[src/hw/pb_ctrl_defines.vh]
// Timing constants and encodings for the pushbutton power controller.
`ifndef PB_CTRL_DEFINES_VH
`define PB_CTRL_DEFINES_VH

`define CLK_HZ          25000000
`define ON_DEBOUNCE_MS  32
`define KILL_WAIT_MS    512
`define INT_PULSE_MS    32
`define FORCE_OFF_MS    64
`define UNDERVOLTAGE_LOCKOUT_IN_FILTER_MS  32
`define RESET_DELAY_MS  200

`define MS_CYCLES(ms)   ((ms) * (`CLK_HZ / 1000))

`define ST_OFF          3'h0
`define ST_WAIT_KILL    3'h1
`define ST_ON           3'h2
`define ST_INT          3'h3
`define ST_WAIT_OFF     3'h4

`endif

[src/hw/pb_power_ctrl.v]
// Pushbutton on/off controller with undervoltage lockout and reset delay.
//
// How it works
// Enable after 32 ms unbroken press
// System raises kill input within 512 ms
// No kill high in window: power off
// Press and release pulses interrupt 32 ms
// System housekeeps, then drives kill low
// Kill low removes supply enable
// Hold 64 ms plus extra forces off
// Warning output follows low-supply sense
// Warning never affects enable or interrupt
// Undervoltage under 32 ms is ignored
// Long undervoltage pulses interrupt 32 ms
// Persisting undervoltage removes power
// Off and undervoltage: button ignored
// Reset held 200 ms after supply good
// Active-low enable variant polarity
`timescale 1ns/1ns
`default_nettype none
`include "pb_ctrl_defines.vh"

module pb_power_ctrl #(
   parameter        ENABLE_ACTIVE_LOW = 1'b0,
   parameter [27:0] ON_CYC    = `MS_CYCLES(`ON_DEBOUNCE_MS),
   parameter [27:0] KILL_CYC  = `MS_CYCLES(`KILL_WAIT_MS),
   parameter [27:0] INT_CYC   = `MS_CYCLES(`INT_PULSE_MS),
   parameter [27:0] FORCE_CYC = `MS_CYCLES(`FORCE_OFF_MS),
   parameter [27:0] UNDERVOLTAGE_LOCKOUT_IN_CYC  = `MS_CYCLES(`UNDERVOLTAGE_LOCKOUT_IN_FILTER_MS),
   parameter [27:0] RST_CYC   = `MS_CYCLES(`RESET_DELAY_MS),
   parameter [27:0] PDT_CYC   = 28'h0000000
) (
   input  wire clk_i,
   input  wire rst_n_i,
   input  wire button_n_i,
   input  wire kill_n_i,
   input  wire undervoltage_lockout_in_n_i,
   input  wire low_supply_sense_in_n_i,
   input  wire supply_good_i,
   output wire enable_o,
   output wire off_int_n_o,
   output wire low_supply_warning_out_n_o,
   output wire sys_reset_n_o
);

   localparam integer W = 28;

   //---------------------------------------------------------------------
   // State codes
   //---------------------------------------------------------------------
   localparam [2:0] S_OFF       = `ST_OFF;
   localparam [2:0] S_WAIT_KILL = `ST_WAIT_KILL;
   localparam [2:0] S_ON        = `ST_ON;
   localparam [2:0] S_INT       = `ST_INT;
   localparam [2:0] S_WAIT_OFF  = `ST_WAIT_OFF;

   //---------------------------------------------------------------------
   // Timer lengths
   //---------------------------------------------------------------------
   // A timer flags done in the cycle after its last counted edge, so each
   // length is one less than the number of edges the condition must last.
   localparam [W-1:0] ON_LEN    = ON_CYC - 28'h0000001;
   localparam [W-1:0] KILL_LEN  = KILL_CYC - 28'h0000001;
   localparam [W-1:0] INT_LEN   = INT_CYC - 28'h0000001;
   localparam [W-1:0] FORCE_LEN = FORCE_CYC + PDT_CYC - 28'h0000001;
   localparam [W-1:0] UV_LEN    = UNDERVOLTAGE_LOCKOUT_IN_CYC - 28'h0000001;
   localparam [W-1:0] RST_LEN   = RST_CYC - 28'h0000001;

   //---------------------------------------------------------------------
   // Registers and nets
   //---------------------------------------------------------------------
   reg  [2:0] state_r;
   reg  [2:0] state_nxt;
   reg        en_r;
   reg        int_n_r;
   reg        int_act_r;
   reg        warn_n_r;
   reg        rst_out_n_r;
   reg        btn_seen_r;
   reg        press_d_r;

   wire       press;
   wire       uv_low;
   wire       release_evt;
   wire       int_enter;
   wire       on_run;
   wire       kill_run;
   wire       int_run;
   wire       force_run;
   wire       uv_run;
   wire       rst_run;
   wire       on_done;
   wire       kill_tmo;
   wire       int_done;
   wire       force_done;
   wire       uv_done;
   wire       rst_done;

   //---------------------------------------------------------------------
   // Input levels
   //---------------------------------------------------------------------
   assign press  = ~button_n_i;
   assign uv_low = ~undervoltage_lockout_in_n_i;

   //---------------------------------------------------------------------
   // Timers
   //---------------------------------------------------------------------
   assign on_run    = (state_r == S_OFF) && press && !uv_low;
   assign kill_run  = (state_r == S_WAIT_KILL) && !kill_n_i;
   assign int_run   = int_act_r;
   assign force_run = (state_r != S_OFF) && press;
   assign uv_run    = en_r && uv_low;
   assign rst_run   = supply_good_i;

   pb_timer #(
      .WIDTH (W)
   ) u_on (
      .clk_i   (clk_i),
      .rst_n_i (rst_n_i),
      .run_i   (on_run),
      .len_i   (ON_LEN),
      .done_o  (on_done)
   );

   pb_timer #(
      .WIDTH (W)
   ) u_kill (
      .clk_i   (clk_i),
      .rst_n_i (rst_n_i),
      .run_i   (kill_run),
      .len_i   (KILL_LEN),
      .done_o  (kill_tmo)
   );

   pb_timer #(
      .WIDTH (W)
   ) u_int (
      .clk_i   (clk_i),
      .rst_n_i (rst_n_i),
      .run_i   (int_run),
      .len_i   (INT_LEN),
      .done_o  (int_done)
   );

   pb_timer #(
      .WIDTH (W)
   ) u_force (
      .clk_i   (clk_i),
      .rst_n_i (rst_n_i),
      .run_i   (force_run),
      .len_i   (FORCE_LEN),
      .done_o  (force_done)
   );

   pb_timer #(
      .WIDTH (W)
   ) u_uv (
      .clk_i   (clk_i),
      .rst_n_i (rst_n_i),
      .run_i   (uv_run),
      .len_i   (UV_LEN),
      .done_o  (uv_done)
   );

   pb_timer #(
      .WIDTH (W)
   ) u_rst (
      .clk_i   (clk_i),
      .rst_n_i (rst_n_i),
      .run_i   (rst_run),
      .len_i   (RST_LEN),
      .done_o  (rst_done)
   );

   //---------------------------------------------------------------------
   // Button tracking
   //---------------------------------------------------------------------
   // The press that turned power on must be released before a new press
   // can count as an off request.
   always @(posedge clk_i or negedge rst_n_i) begin
      if (!rst_n_i) begin
         btn_seen_r <= 1'b0;
      end else if (state_r == S_OFF) begin
         btn_seen_r <= 1'b0;
      end else if (!press) begin
         btn_seen_r <= 1'b1;
      end
   end

   always @(posedge clk_i or negedge rst_n_i) begin
      if (!rst_n_i) begin
         press_d_r <= 1'b0;
      end else begin
         press_d_r <= press;
      end
   end

   assign release_evt = btn_seen_r && press_d_r && !press;

   //---------------------------------------------------------------------
   // Interrupt pulse
   //---------------------------------------------------------------------
   // The pulse runs its full width even when the system answers early and
   // power is removed while it is still low.
   assign int_enter = (state_nxt == S_INT) && (state_r != S_INT);

   always @(posedge clk_i or negedge rst_n_i) begin
      if (!rst_n_i) begin
         int_act_r <= 1'b0;
      end else if (int_enter) begin
         int_act_r <= 1'b1;
      end else if (int_done) begin
         int_act_r <= 1'b0;
      end
   end

   //---------------------------------------------------------------------
   // Power state machine
   //---------------------------------------------------------------------
   always @* begin
      state_nxt = state_r;
      case (state_r)
         S_OFF: begin
            if (on_done) begin
               state_nxt = S_WAIT_KILL;
            end
         end
         S_WAIT_KILL: begin
            if (kill_n_i) begin
               state_nxt = S_ON;
            end else if (kill_tmo) begin
               state_nxt = S_OFF;
            end
         end
         S_ON: begin
            if (release_evt || uv_done) begin
               state_nxt = S_INT;
            end
         end
         S_INT: begin
            if (int_done) begin
               state_nxt = S_WAIT_OFF;
            end
         end
         S_WAIT_OFF: begin
            if (release_evt) begin
               state_nxt = S_INT;
            end
         end
         default: begin
            state_nxt = S_OFF;
         end
      endcase
      // Kill low after power-up approval, forced hold, or lasting undervoltage.
      if ((state_r != S_OFF) && (state_r != S_WAIT_KILL) && !kill_n_i) begin
         state_nxt = S_OFF;
      end
      if (force_done) begin
         state_nxt = S_OFF;
      end
      if (uv_done && ((state_r == S_WAIT_OFF) || (state_r == S_WAIT_KILL))) begin
         state_nxt = S_OFF;
      end
   end

   always @(posedge clk_i or negedge rst_n_i) begin
      if (!rst_n_i) begin
         state_r     <= S_OFF;
         en_r        <= 1'b0;
         int_n_r     <= 1'b1;
         warn_n_r    <= 1'b1;
         rst_out_n_r <= 1'b0;
      end else begin
         state_r     <= state_nxt;
         en_r        <= (state_nxt != S_OFF);
         int_n_r     <= !(int_enter || (int_act_r && !int_done));
         warn_n_r    <= low_supply_sense_in_n_i;
         rst_out_n_r <= rst_done;
      end
   end

   //---------------------------------------------------------------------
   // Outputs
   //---------------------------------------------------------------------
   assign enable_o                   = ENABLE_ACTIVE_LOW ? ~en_r : en_r;
   assign off_int_n_o                = int_n_r;
   assign low_supply_warning_out_n_o = warn_n_r;
   assign sys_reset_n_o              = rst_out_n_r;

endmodule // pb_power_ctrl

`default_nettype wire

[src/hw/pb_timer.v]
// Restartable up-counter that flags when a run has lasted its full length.
`timescale 1ns/1ns
`default_nettype none

module pb_timer #(
   parameter integer WIDTH = 24
) (
   input  wire             clk_i,
   input  wire             rst_n_i,
   input  wire             run_i,
   input  wire [WIDTH-1:0] len_i,
   output wire             done_o
);

   reg [WIDTH-1:0] cnt_r;

   // The count restarts whenever run drops, so only an unbroken run expires.
   always @(posedge clk_i or negedge rst_n_i) begin
      if (!rst_n_i) begin
         cnt_r <= {WIDTH{1'b0}};
      end else if (!run_i) begin
         cnt_r <= {WIDTH{1'b0}};
      end else if (cnt_r != len_i) begin
         cnt_r <= cnt_r + {{(WIDTH-1){1'b0}}, 1'b1};
      end
   end

   assign done_o = run_i && (cnt_r == len_i);

endmodule // pb_timer

`default_nettype wire
[config.mk]
export PLATFORM = sky130hd
export DESIGN_NAME = pb_power_ctrl
export DESIGN_NICKNAME = d
export VERILOG_FILES = /design/src/hw/pb_power_ctrl.v /design/src/hw/pb_timer.v
export VERILOG_INCLUDE_DIRS = /design/src /design/src/hw
export SDC_FILE = /design/constraint.sdc
export NUM_CORES = 1
export LEC_CHECK = 0
export BUFFER_PORTS_ARGS = -buffer_cell sky130_fd_sc_hd__buf_2
export CORE_UTILIZATION = 40
export DETAILED_ROUTE_END_ITERATION = 6
export PLACE_DENSITY = 0.62
export SLEW_MARGIN = 20
export SYNTH_ARGS = -nofsm -noshare
export SYNTH_HDL_FRONTEND = slang
export SYNTH_SLANG_ARGS = --single-unit
[constraint.sdc]
create_clock -name clk_i -period 5.5 [get_ports clk_i]
set_input_delay 0.275 -clock clk_i [delete_from_list [all_inputs] [get_ports clk_i]]
set_output_delay 0.275 -clock clk_i [all_outputs]
set_load 0.01 [all_outputs]
==> flow_summary.json <==
{
  "clock-root-buffer": "clkbuf_16",
  "cts.clk_slew.worst_paths_ns": 0.07,
  "peakVddDrop_mv": 0.165,
  "cts_tree": "done",
  "cp_top_family": "simple AND/OR/NAND/NOR gates",
  "synth-seq-cells": 178,
  "num_rows": 54,
  "fin_crit_ns": 2.38,
  "place_congestion": 0.818,
  "clock_sinks": 178,
  "setup_tns_ns": 0,
  "die-area_um2": 23300,
  "total_leakage_power_nw": 3.94,
  "sw_frac_of_total": 0.219,
  "grt.total_usage": 0.158,
  "htree_levels": 4,
  "yosysWarnings": 0,
  "first_global_vias": 6600,
  "hold_viol_final": 0,
  "fp.dieH_um": 153,
  "path_cells": "nor4_1 > and4_1 > nand3_1 > a221oi_1 > a21oi_1 > a32o_2",
  "post-route-period-util": 0.433,
  "final_common_cell": "dfrtp_1",
  "drcViolationCount": 0,
  "synth_edf_count": 0,
  "portBuffers": 10,
  "final_net_count": 972,
  "r2r_cells": 6,
  "layout-drive-gt1-share": 0.0689,
  "slew_headroom": 0.327,
  "hold_depth": 2,
  "routed_via_density": 5.25,
  "combPwrFrac": 0.038,
  "cpMaxStageDelayCell": "a221oi_1",
  "num_io_pins": 11,
  "fin_skew_ns": 0.0157,
  "crit_required_ns": 5.81,
  "async_reset_ff_frac": 1.00,
  "rsz0062_at_grt": "no",
  "synth_cells": 952,
  "start_util": 0.413,
  "finalSetupViolations": 0,
  "hold_buffers": 2,
  "p_sw_uw": 594,
  "most-common-layout-cells": "dfrtp_1 (176), nor2_1 (161), xor2_1 (76)",
  "maxCapViolCount": 0,
  "tightest_slew_ns": 1.01,
  "hp-class": "in2reg",
  "p_int_mw": 2.12,
  "grt_pass1_wl_mm": 30.6,
  "die_w_um": 153,
  "grt_remaining_overflow": 0,
  "drt_iter0_drc": 276,
  "synth_seq_area_share": 0.490,
  "grt_max_degree": 72,
  "detail-route-antenna-nets": 0,
  "critical_path_buf_inv_count": 0,
  "synth_ff_type": "dfrtp_1",
  "power_density_nw_per_um2": 270,
  "slowest_delay_ns": 0.44,
  "dpl.hpwl_mm": 11.2,
  "netlist_area_um2": 9090,
  "fill_cells": 2079,
  "vias": 6577,
  "area_growth_pct": 10.5,
  "postCtsSetupBuffers": 0,
  "finalPower_mw": 2.71,
  "synth_nets": 965,
  "seqPwrFrac": 0.494,
  "cts_max_path_buffers": 2,
  "postCtsResizedCells": 0,
  "syn_area_per_cell_um2": 9.55,
  "worstSetupStartpointType": "flip-flop",
  "fmax_mhz": 420,
  "antenna_found_initial": 0,
  "worstPathMaxFanout": 11,
  "finalWirelength_mm": 17.1,
  "cp.arrival_ns": 2.69,
  "status": "finished, final reports clean",
  "critPathKind": "reg2reg",
  "diodes": 0,
  "end_kind": "flip-flop",
  "slew_viol_final": 0,
  "power_frac_clock": 0.468,
  "cts_buffers": 17,
  "first_pass_iters": 6,
  "cp.depth": 6,
  "routedWlPerCell_um": 13.6,
  "clkLatencyLatePin_ns": 0.43,
  "coreArea_um2": 22000,
  "synth_cell_types": 57
}
==> Yosys cell counts (18+ instances only) <==
cell type	n	share of area
and3_1	18	0.012
nor2_1	161	0.067
nand4_1	31	0.021
nor4_1	21	0.014
nor3_1	30	0.017
dfrtp_1	176	0.48
and2_1	29	0.020
o21ai_0	22	0.012
xnor2_1	60	0.058
nand3_1	67	0.037
or3_1	21	0.014
clkbuf_1	20	0.0083
nand2_1	68	0.028
xor2_1	76	0.073
==> stage by stage <==
step / worst slack, ns / utilization / std cells / cell area, um^2 / hold WS (ns)
2_1_floorplan: 3.45 / - / 952 / 9090 / -0.0206
3_3_place_gp: 3.13 / 0.427 / 1218 / 9420 / 0.262
3_5_place_dp: 3.14 / 0.427 / 1218 / 9420 / 0.259
4_1_cts: 3.11 / 0.456 / 1252 / 10000 / 0.0419
5_1_grt: 2.94 / 0.456 / 1252 / 10000 / 0.0660
6_report: 3.12 / 0.456 / 1252 / 10000 / 0.0631
==> power groups by stage <==
stage | combinational (mW) | sequential (mW) | clock [mW]
after floorplan | 0.0618 | 1.36 | 0
final | 0.102 | 1.34 | 1.27
after detailed placement | 0.104 | 1.36 | 0
after CTS | 0.106 | 1.34 | 1.31
after global placement | 0.104 | 1.36 | 0
after global routing | 0.117 | 1.34 | 1.36
==> cells by family (layout without fill, tap and decap cells) <==
group | Yosys count | after routing | share of synthesized area
AND/OR/NAND/NOR | 515 | 515 | 0.298
flip-flops | 178 | 178 | 0.490
XOR/XNOR | 136 | 136 | 0.131
AO/OA/AOI/OAI | 68 | 68 | 0.0481
buffers and inverters | 43 | 63 | 0.0180
adder cells (fa/ha/maj) | 6 | 6 | 0.00826
multiplexers | 6 | 6 | 0.00661
==> state kept, by name, summed over array words and instances (netlist names) <==
register	count
u_uv.cnt_r	28
sys_reset_n_o	1
u_rst.cnt_r	28
low_supply_warning_out_n_o	1
int_act_r	1
enable_o	1
u_int.cnt_r	28
u_kill.cnt_r	28
btn_seen_r	1
off_int_n_o	1
press_d_r	1
state_r	3
u_force.cnt_r	28
u_on.cnt_r	28
==> final timing paths <==
| check | start | to | slack, ns |
|---|---|---|---|
| max | u_uv.cnt_r[23] | int_act_r | 3.12 |
| min | button_n_i | press_d_r | 0.06 |
| max reg2reg | u_uv.cnt_r[23] | int_act_r | 3.12 |
| min reg2reg | u_uv.cnt_r[7] | u_uv.cnt_r[7] | 0.49 |
| max in group asynchronous | rst_n_i | u_rst.cnt_r[3] | 3.88 |
| min in group asynchronous | rst_n_i | u_int.cnt_r[23] | 0.36 |
==> routing by layer <==
metal / global-route usage / share of wire / routed length (um)
met1: 0.207 / 0.51 / 8700
met2: 0.260 / 0.45 / 7740
met3: 0.0347 / 0.023 / 389
met4: 0.0544 / 0.014 / 236
met5: 0 / 0 / 0
==> final cells by class <==
cell class,count,area (um^2),share of cell area
clock buffers,23,448,0.0446
clock inverters,9,161,0.0161
inverters,16,60.1,0.00598
multi-input cells,731,4470,0.445
flip-flops and latches,178,4460,0.444
well taps,280,350,0.0349
repair buffers,15,101,0.0101
==> worst register-to-register path: cells and delay by family (launching register included) <==
family | cells | cell delay [ns]
AOI/OAI and AO/OA | 3 | 0.89
DFF | 1 | 0.43
and+or+nand+nor | 3 | 0.95
No activity file was read; power rests on OpenSTA's default activity.
